## src/rtl/ssc_pkg.sv

```systemverilog
// Shared constants and types for the store, stack and control executor
package ssc_pkg;
  localparam int          ADDR_W      = 16;
  localparam int          DATA_W      = 8;
  localparam int          IO_AW       = 6;
  localparam int          REG_IW      = 4;
  localparam int          LOCK_W      = 2;
  localparam int          FLASH_AW    = 9;
  localparam logic [15:0] PTR_RESET   = 16'h0000;
  localparam logic [15:0] SP_RESET    = 16'h005F;
  localparam logic [1:0]  LOCK_RESET  = 2'h0;
  localparam logic [15:0] LFSR_SEED   = 16'hACE1;
  localparam logic [15:0] LFSR_TAPS   = 16'hB400;
  localparam logic [1:0]  PSEL_Y      = 2'h0;
  localparam logic [1:0]  PSEL_Z      = 2'h1;
  localparam logic [1:0]  PSEL_SP     = 2'h2;
  localparam int          CYC_STORE   = 2;
  localparam int          CYC_SINGLE  = 1;

  typedef enum logic [3:0] {
    SSC_OP_IDLE_OP,
    SSC_OP_WR_IND,
    SSC_OP_WR_POSTINC,
    SSC_OP_WR_PREDEC,
    SSC_OP_WR_DIRECT,
    SSC_OP_IO_READ,
    SSC_OP_IO_WRITE,
    SSC_OP_PUSH,
    SSC_OP_POP,
    SSC_OP_SLEEP,
    SSC_OP_WDOG_RESTART,
    SSC_OP_DBG_BREAK
  } ssc_op_t;

  typedef enum logic {
    SSC_PH_READY,
    SSC_PH_HOLD
  } ssc_state_t;
endpackage : ssc_pkg

```

## src/rtl/ssc_exec.sv

```systemverilog
// Executor for indirect/direct stores, I/O access, stack and control ops
//
// Functional notes
// (RULE1) Post-increment store via Y or Z writes, then increments; 2 cycles.
// (RULE2) Pre-decrement store via Y or Z decrements, then writes; 2 cycles.
// (RULE3) Direct store writes source_reg at the constant address in 2 cycles.
// (RULE4) I/O read loads a register, I/O write stores one; 1 cycle each.
// (RULE5) Push puts source_reg on the stack in 2 cycles, flags untouched.
// (RULE6) Pop loads a register from the stack in 2 cycles, flags untouched.
// (RULE7) Sleep takes 1 cycle, flags untouched, and requests the sleep logic.
// (RULE8) Watchdog restart takes 1 cycle, flags untouched, pulsing the timer.
// (RULE9) Debug break only signals the on-chip debugger; no cycle count.
// (RULE10) Lock writes not above the current mode corrupt a random flash word.
// (RULE11) The external programmer must only ever raise the lock mode.
// (RULE12) Plain store via Y or Z writes at the pointer, leaving it; 2 cycles.
// (RULE13) The idle_op takes one cycle and changes nothing.
`timescale 1ns/1ps
module ssc_exec #(
  parameter int FLASH_AW = ssc_pkg::FLASH_AW
) (
  input  wire logic                          clock_i,
  input  wire logic                          srst_i,
  input  wire logic                          op_valid_i,
  input  wire ssc_pkg::ssc_op_t              op_code_i,
  input  wire logic                          op_ptr_z_i,
  input  wire logic [ssc_pkg::REG_IW-1:0]    op_reg_i,
  input  wire logic [ssc_pkg::ADDR_W-1:0]    op_addr_i,
  input  wire logic [ssc_pkg::DATA_W-1:0]    source_reg_i,
  input  wire logic [ssc_pkg::DATA_W-1:0]    mem_rdata_i,
  input  wire logic [ssc_pkg::DATA_W-1:0]    io_rdata_i,
  input  wire logic                          ptr_load_i,
  input  wire logic [1:0]                    ptr_load_sel_i,
  input  wire logic [ssc_pkg::ADDR_W-1:0]    ptr_load_val_i,
  input  wire logic                          lock_wr_i,
  input  wire logic [ssc_pkg::LOCK_W-1:0]    lock_mode_i,
  output logic                               busy_o,
  output logic                               mem_we_o,
  output logic                               mem_re_o,
  output logic [ssc_pkg::ADDR_W-1:0]         mem_addr_o,
  output logic [ssc_pkg::DATA_W-1:0]         mem_wdata_o,
  output logic                               io_we_o,
  output logic                               io_re_o,
  output logic [ssc_pkg::IO_AW-1:0]          io_addr_o,
  output logic [ssc_pkg::DATA_W-1:0]         io_wdata_o,
  output logic                               rd_we_o,
  output logic [ssc_pkg::REG_IW-1:0]         rd_idx_o,
  output logic [ssc_pkg::DATA_W-1:0]         rd_data_o,
  output logic [ssc_pkg::ADDR_W-1:0]         ptr_y_o,
  output logic [ssc_pkg::ADDR_W-1:0]         ptr_z_o,
  output logic [ssc_pkg::ADDR_W-1:0]         sp_o,
  output logic                               sleep_req_o,
  output logic                               watchdog_restart_o,
  output logic                               dbg_break_o,
  output logic [ssc_pkg::LOCK_W-1:0]         lock_mode_o,
  output logic                               flash_corrupt_o,
  output logic [FLASH_AW-1:0]                flash_corrupt_addr_o
);

  if (FLASH_AW < 1 || FLASH_AW > 16) begin : g_chk
    $error("FLASH_AW must lie between 1 and 16");
  end

  typedef struct packed {
    ssc_pkg::ssc_state_t             phase;
    logic                            busy;
    logic                            hold_wr;
    logic                            hold_rd;
    logic [ssc_pkg::ADDR_W-1:0]      hold_addr;
    logic [ssc_pkg::DATA_W-1:0]      hold_data;
    logic [ssc_pkg::REG_IW-1:0]      hold_idx;
    logic [ssc_pkg::ADDR_W-1:0]      ptr_y;
    logic [ssc_pkg::ADDR_W-1:0]      ptr_z;
    logic [ssc_pkg::ADDR_W-1:0]      sp;
    logic                            mem_we;
    logic                            mem_re;
    logic [ssc_pkg::ADDR_W-1:0]      mem_addr;
    logic [ssc_pkg::DATA_W-1:0]      mem_wdata;
    logic [ssc_pkg::REG_IW-1:0]      pop_idx;
    logic                            io_we;
    logic                            io_re;
    logic [ssc_pkg::IO_AW-1:0]       io_addr;
    logic [ssc_pkg::DATA_W-1:0]      io_wdata;
    logic [ssc_pkg::REG_IW-1:0]      io_idx;
    logic                            rd_we;
    logic [ssc_pkg::REG_IW-1:0]      rd_idx;
    logic [ssc_pkg::DATA_W-1:0]      rd_data;
    logic                            sleep;
    logic                            wdog;
    logic                            brk;
    logic [ssc_pkg::LOCK_W-1:0]      lock;
    logic [15:0]                     lfsr;
    logic                            corrupt;
    logic [FLASH_AW-1:0]             corrupt_addr;
  } ssc_regs_t;

  ssc_regs_t state_r;
  ssc_regs_t state_nxt;

  always_comb begin
    logic                       take;
    logic [ssc_pkg::ADDR_W-1:0] ptr;
    state_nxt = state_r;
    take      = op_valid_i && !state_r.busy;
    ptr       = op_ptr_z_i ? state_r.ptr_z : state_r.ptr_y;

    // Strobes last one cycle
    state_nxt.mem_we  = 1'b0;
    state_nxt.mem_re  = 1'b0;
    state_nxt.io_we   = 1'b0;
    state_nxt.io_re   = 1'b0;
    state_nxt.rd_we   = 1'b0;
    state_nxt.sleep   = 1'b0;
    state_nxt.wdog    = 1'b0;
    state_nxt.brk     = 1'b0;
    state_nxt.corrupt = 1'b0;
    state_nxt.lfsr    = {state_r.lfsr[14:0],
                         ^(state_r.lfsr & ssc_pkg::LFSR_TAPS)};

    // Writebacks for reads issued in the previous cycle
    if (state_r.io_re) begin
      state_nxt.rd_we   = 1'b1; // RULE4
      state_nxt.rd_idx  = state_r.io_idx;
      state_nxt.rd_data = io_rdata_i;
    end else if (state_r.mem_re) begin
      state_nxt.rd_we   = 1'b1; // RULE6
      state_nxt.rd_idx  = state_r.pop_idx;
      state_nxt.rd_data = mem_rdata_i;
    end

    if (ptr_load_i) begin
      case (ptr_load_sel_i)
        ssc_pkg::PSEL_Y:  state_nxt.ptr_y = ptr_load_val_i;
        ssc_pkg::PSEL_Z:  state_nxt.ptr_z = ptr_load_val_i;
        ssc_pkg::PSEL_SP: state_nxt.sp    = ptr_load_val_i;
        default: ;
      endcase
    end

    case (state_r.phase)
      ssc_pkg::SSC_PH_READY: begin
        if (take) begin
          state_nxt.hold_wr   = 1'b0;
          state_nxt.hold_rd   = 1'b0;
          state_nxt.hold_data = source_reg_i;
          state_nxt.hold_idx  = op_reg_i;
          case (op_code_i)
            ssc_pkg::SSC_OP_WR_IND: begin
              state_nxt.hold_wr   = 1'b1; // RULE12
              state_nxt.hold_addr = ptr;
            end
            ssc_pkg::SSC_OP_WR_POSTINC: begin
              state_nxt.hold_wr   = 1'b1; // RULE1
              state_nxt.hold_addr = ptr;
              if (op_ptr_z_i) state_nxt.ptr_z = ptr + 16'h0001; // RULE1
              else            state_nxt.ptr_y = ptr + 16'h0001; // RULE1
            end
            ssc_pkg::SSC_OP_WR_PREDEC: begin
              state_nxt.hold_wr   = 1'b1; // RULE2
              state_nxt.hold_addr = ptr - 16'h0001; // RULE2
              if (op_ptr_z_i) state_nxt.ptr_z = ptr - 16'h0001; // RULE2
              else            state_nxt.ptr_y = ptr - 16'h0001; // RULE2
            end
            ssc_pkg::SSC_OP_WR_DIRECT: begin
              state_nxt.hold_wr   = 1'b1; // RULE3
              state_nxt.hold_addr = op_addr_i;
            end
            ssc_pkg::SSC_OP_PUSH: begin
              state_nxt.hold_wr   = 1'b1; // RULE5
              state_nxt.hold_addr = state_r.sp;
              state_nxt.sp        = state_r.sp - 16'h0001;
            end
            ssc_pkg::SSC_OP_POP: begin
              state_nxt.hold_rd   = 1'b1; // RULE6
              state_nxt.hold_addr = state_r.sp + 16'h0001;
              state_nxt.sp        = state_r.sp + 16'h0001;
            end
            ssc_pkg::SSC_OP_IO_READ: begin
              state_nxt.io_re   = 1'b1; // RULE4
              state_nxt.io_addr = op_addr_i[ssc_pkg::IO_AW-1:0];
              state_nxt.io_idx  = op_reg_i;
            end
            ssc_pkg::SSC_OP_IO_WRITE: begin
              state_nxt.io_we    = 1'b1; // RULE4
              state_nxt.io_addr  = op_addr_i[ssc_pkg::IO_AW-1:0];
              state_nxt.io_wdata = source_reg_i;
            end
            ssc_pkg::SSC_OP_SLEEP:        state_nxt.sleep = 1'b1; // RULE7
            ssc_pkg::SSC_OP_WDOG_RESTART: state_nxt.wdog  = 1'b1; // RULE8
            ssc_pkg::SSC_OP_DBG_BREAK:    state_nxt.brk   = 1'b1; // RULE9
            ssc_pkg::SSC_OP_IDLE_OP:      ; // RULE13
            default: ;
          endcase
          if (op_code_i == ssc_pkg::SSC_OP_WR_IND ||
              op_code_i == ssc_pkg::SSC_OP_WR_POSTINC ||
              op_code_i == ssc_pkg::SSC_OP_WR_PREDEC ||
              op_code_i == ssc_pkg::SSC_OP_WR_DIRECT ||
              op_code_i == ssc_pkg::SSC_OP_PUSH ||
              op_code_i == ssc_pkg::SSC_OP_POP) begin
            state_nxt.phase = ssc_pkg::SSC_PH_HOLD;
            state_nxt.busy = 1'b1;
          end
        end
      end
      ssc_pkg::SSC_PH_HOLD: begin
        // Second cycle of a two-cycle operation
        state_nxt.phase    = ssc_pkg::SSC_PH_READY;
        state_nxt.busy     = 1'b0;
        state_nxt.mem_we   = state_r.hold_wr; // RULE1 RULE2 RULE3 RULE5 RULE12
        state_nxt.mem_re   = state_r.hold_rd; // RULE6
        state_nxt.mem_addr = state_r.hold_addr;
        state_nxt.mem_wdata = state_r.hold_data;
        state_nxt.pop_idx  = state_r.hold_idx;
      end
      default: begin
        state_nxt.phase = ssc_pkg::SSC_PH_READY;
        state_nxt.busy  = 1'b0;
      end
    endcase

    // Lock programming, including the corruption fault
    if (lock_wr_i) begin
      state_nxt.lock = lock_mode_i;
      if (lock_mode_i <= state_r.lock) begin
        state_nxt.corrupt      = 1'b1; // RULE10
        state_nxt.corrupt_addr = state_r.lfsr[FLASH_AW-1:0]; // RULE10
      end
    end
  end

  always_ff @(posedge clock_i) begin
    if (srst_i) begin
      state_r              <= '0;
      state_r.phase        <= ssc_pkg::SSC_PH_READY;
      state_r.ptr_y        <= ssc_pkg::PTR_RESET;
      state_r.ptr_z        <= ssc_pkg::PTR_RESET;
      state_r.sp           <= ssc_pkg::SP_RESET;
      state_r.lock         <= ssc_pkg::LOCK_RESET;
      state_r.lfsr         <= ssc_pkg::LFSR_SEED;
    end else begin
      state_r <= state_nxt;
    end
  end

  assign busy_o               = state_r.busy;
  assign mem_we_o             = state_r.mem_we;
  assign mem_re_o             = state_r.mem_re;
  assign mem_addr_o           = state_r.mem_addr;
  assign mem_wdata_o          = state_r.mem_wdata;
  assign io_we_o              = state_r.io_we;
  assign io_re_o              = state_r.io_re;
  assign io_addr_o            = state_r.io_addr;
  assign io_wdata_o           = state_r.io_wdata;
  assign rd_we_o              = state_r.rd_we;
  assign rd_idx_o             = state_r.rd_idx;
  assign rd_data_o            = state_r.rd_data;
  assign ptr_y_o              = state_r.ptr_y;
  assign ptr_z_o              = state_r.ptr_z;
  assign sp_o                 = state_r.sp;
  assign sleep_req_o          = state_r.sleep;
  assign watchdog_restart_o   = state_r.wdog;
  assign dbg_break_o          = state_r.brk;
  assign lock_mode_o          = state_r.lock;
  assign flash_corrupt_o      = state_r.corrupt;
  assign flash_corrupt_addr_o = state_r.corrupt_addr;

endmodule : ssc_exec

```

## config.mk

```make
export PLATFORM = sky130hd
export DESIGN_NAME = ssc_exec
export DESIGN_NICKNAME = d
export VERILOG_FILES = /design/src/rtl/ssc_pkg.sv /design/src/rtl/ssc_exec.sv
export SDC_FILE = /design/constraint.sdc
export NUM_CORES = 1
export LEC_CHECK = 0
export ABC_AREA = 1
export BUFFER_PORTS_ARGS = -buffer_cell sky130_fd_sc_hd__buf_4
export CAP_MARGIN = 10
export CORE_MARGIN = 3
export CORE_UTILIZATION = 51
export DETAILED_ROUTE_END_ITERATION = 8
export HOLD_SLACK_MARGIN = 0.15
export PLACE_DENSITY = 0.75
export SETUP_SLACK_MARGIN = 0.3
export SLEW_MARGIN = 20
export SYNTH_ARGS = -nofsm -noshare
export SYNTH_HDL_FRONTEND = slang
export SYNTH_SLANG_ARGS = --single-unit
```

## constraint.sdc

```tcl
create_clock -name clock_i -period 1.62 [get_ports clock_i]
set_input_delay 0.162 -clock clock_i [delete_from_list [all_inputs] [get_ports clock_i]]
set_output_delay 0.162 -clock clock_i [all_outputs]
set_load 0.01 [all_outputs]
```

==> run_results.csv <==
group,metric,value,unit
run_status,status,"finished, violations left",
run_status,violations,"setup timing",
global_route,grt_pass1_vias,10911,
worst_setup_path,setup.worst_path.start,"sp_o[1]",
final_layout,design_area,0.0155,mm2
worst_setup_path,r2r_setup_slack,-180,ps
sta,fin_tns_setup,-2960,ps
worst_setup_path,slowest_delay,380,ps
worst_hold_path,min-delay-start,"op_addr_i[6]",
global_route,grt_pass1_wl,56500,um
yosys,yosysWarnings,0,
worst_setup_path,critPathKind,"reg -> reg",
power_and_ir_drop,total_power,12.0,mW
cts,numCtsBuffers,17,
placement,finalWeightedCongestion,0.921,
sta,timing.fmax,0.556,GHz
cts,clkLatencyLatePin,440,ps
sta,final.min_clock_period,1800,ps
floorplan,dieArea,0.0210,mm2
worst_setup_path,worst-path-stages,14,
worst_setup_path,endpoint,"state_r[162]",
worst_hold_path,hp-class,"in -> reg",
worst_setup_path,cp.buffers_inverters,2,
detailed_routing,viasPerCell,5.74,
sta,setup_violations,40,
cts,cts-htree-levels,4,
detailed_routing,drtIter0Drc,1290,
detailed_routing,drc,0,
power_and_ir_drop,cellLeakagePower,7.11,nW
yosys,synth.net_count,1578,
sta,slew_headroom,60.9,%
placement,dp.cells,1964,
cts,cts_sinks,174,
job,drv_cap,0,
yosys,yosys.cell_types.count,47,
detailed_routing,wl,41500,um
detailed_routing,routedWlPerCell,19.6,um
placement,hpwlAfterDp,24600,um
sta,rsz0062_at_grt,"true",
yosys,synth_seq_area_share,35.5,%
cts,clkTransAtPathRegs,70,ps
sta,drv_slew,0,
final_layout,final_cell_mix,"buf_4 (370), nand2_1 (254), nor2_1 (164)",
detailed_routing,drt_first_pass_iters,6,
worst_setup_path,cp_cell_sequence,"ha_4 -> nand2_4 -> inv_4 -> nand3_4 -> nor2_4 -> nand2_2 -> nor2_2 -> nor2_1 -> nand2_1 -> nand2_1 -> nor2_2 -> nand4_1 -> nand2_1 -> inv_1",
cts,cts_tree,"built",
sta,tightest_slew,586,ps
final_layout,antenna_cells,0,
sta,whs,179,ps
worst_setup_path,cp_slowest_cell,"dfxtp_4",
floorplan,chipWidth,145,um
worst_setup_path,startpoint_type,"flip-flop",
floorplan,std_cell_rows,50,
worst_setup_path,path_delay_family,"simple AND/OR/NAND/NOR gates",
worst_setup_path,crit_path_frequent_cell,"nand2_1",
placement,dp_slack,-242,ps
worst_setup_path,rr_startpoint,"sp_o[1]",
detailed_routing,final_antenna_net_count,0,
sta,fin_crit_sh,111,%
final_layout,syn_to_final_growth,57.7,%
worst_setup_path,reg2reg_depth,14,
sta,fin_skew,14.0,ps
detailed_routing,vias,12143,
floorplan,io_pins,193,
worst_setup_path,endpoint_kind,"flip-flop",
global_route,grt.total_usage,33.9,%
final_layout,layout_commonest_cell,"buf_4",
power_and_ir_drop,power_density,778,mW/mm2
floorplan,design.core.area,0.0188,mm2
yosys,synth_area_per_cell,6.56,um2
final_layout,layout.nets,1921,
global_route,overflow,0,
worst_setup_path,required,1950,ps
yosys,synth_area,0.00982,mm2
final_layout,instances_no_fill,2114,
placement,postPlaceCellArea,0.0123,mm2
floorplan,initial_core_util,52.2,%
sta,setup_ws,-178,ps
cts,cts-root-buf,"clkbuf_16",
global_route,grt_max_degree,50,
cts,cts_max_path_buffers,2,
global_route,antenna_found_initial,0,
final_layout,drive_above_1_share,45.6,%
yosys,syn_inst,1498,
worst_setup_path,cp_max_fo,2,
yosys,ys_seq_elements,174,
power_and_ir_drop,max-vdd-ir-drop,0.838,mV
floorplan,die_y,145,um
final_layout,fin_util,82.3,%
worst_setup_path,reg2reg_to,"state_r[162]",
placement,io_buffers,192,
worst_setup_path,cp.arrival,2130,ps
sta,hold_viol,0,
-- logic make-up after synthesis --
logic type	count (synthesis)	synth area share (%)
buf+inv	303	16.2
simple gates	697	29.8
fa+ha+maj	6	0.764
flops	174	35.5
compound gates	312	17.3
xor+xnor	5	0.446
mux	1	0.102
-- layout make-up --
class	instances	area [um2]
Timing Repair inverter	1	6.26
Multi-Input combinational cell	1021	6210
Inverter	131	553
Clock buffer	17	425
Timing Repair Buffer	495	4240
Tap cell	260	325
Fill cell	1133	3340
Clock inverter	15	190
Sequential cell	174	3540
-- synth_stat cells (all sizes together) --
cell / instances / area [um2]
nand2: 347 / 1360
nor2: 227 / 877
o21ai: 186 / 942
dfxtp: 174 / 3480
buf: 130 / 938
inv: 129 / 484
nand3: 89 / 465
a21oi: 73 / 369
clkbuf: 42 / 158
a31oi: 16 / 100
o211ai: 14 / 105
nor3: 11 / 77.6
nand4: 10 / 62.6
or2: 9 / 56.3
ha: 6 / 75.1
a211oi: 5 / 37.5
a22o: 5 / 43.8
xor2: 4 / 35.0
a211o: 2 / 17.5
a221oi: 2 / 17.5
and3: 2 / 12.5
clkinv: 2 / 7.51
o21a: 2 / 15.0
o21bai: 2 / 15.0
o22ai: 2 / 12.5
a21o: 1 / 7.51
a41oi: 1 / 8.76
mux2i: 1 / 10.0
nand3b: 1 / 7.51
nor4: 1 / 6.26
o31ai: 1 / 7.51
xnor2: 1 / 8.76
-- worst reg2reg max path, cell delays in order, from the launching register on --
cell	delay (ps)
dfxtp_4	380
ha_4	150
nand2_4	50
inv_4	70
nand3_4	90
nor2_4	140
nand2_2	80
nor2_2	110
nor2_1	60
nand2_1	80
nand2_1	70
nor2_2	180
nand4_1	100
nand2_1	80
inv_1	50
-- power breakdown --
group,leakage (nW),switching (mW),total [mW],internal (mW)
clock,0.295,2.14,4.25,2.10
combinational,5.38,1.71,3.10,1.39
sequential,1.43,0.188,4.70,4.51
-- sequential cells by signal, summed over array words and instances (netlist names), 2 cells and up --
name,flops
mem_addr_o,16
ptr_y_o,16
rd_data_o,8
io_wdata_o,8
state_nxt,15
io_addr_o,6
lock_mode_o,2
state_r,40
rd_idx_o,4
mem_wdata_o,8
flash_corrupt_addr_o,9
sp_o,16
ptr_z_o,16
-- worst min path at each step --
stage,depth (start not counted),slack (ps),to
2_1_floorplan,1,250,lock_mode_o[0]
3_3_place_gp,2,380,lock_mode_o[0]
3_5_place_dp,2,380,lock_mode_o[0]
4_1_cts,7,150,state_r[162]
5_1_grt,4,210,sp_o[11]
6_report,5,180,state_r[160]
-- routing by layer --
layer  wire (um)  GRT usage [%]
met5           0              0
met4        2370           14.6
met3        4040           6.41
met2       19400           54.8
met1       15600           44.4
-- what timing repair did --
item,in CTS,in global routing
endpoints found under the setup margin,99,114
hold buffers,52,0
gates resized for setup,272,222
gates cloned,2,1
setup buffers,32,31
pin swaps,91,123
endpoints found under the hold margin,64,0
(Power assumes the default switching activity.)
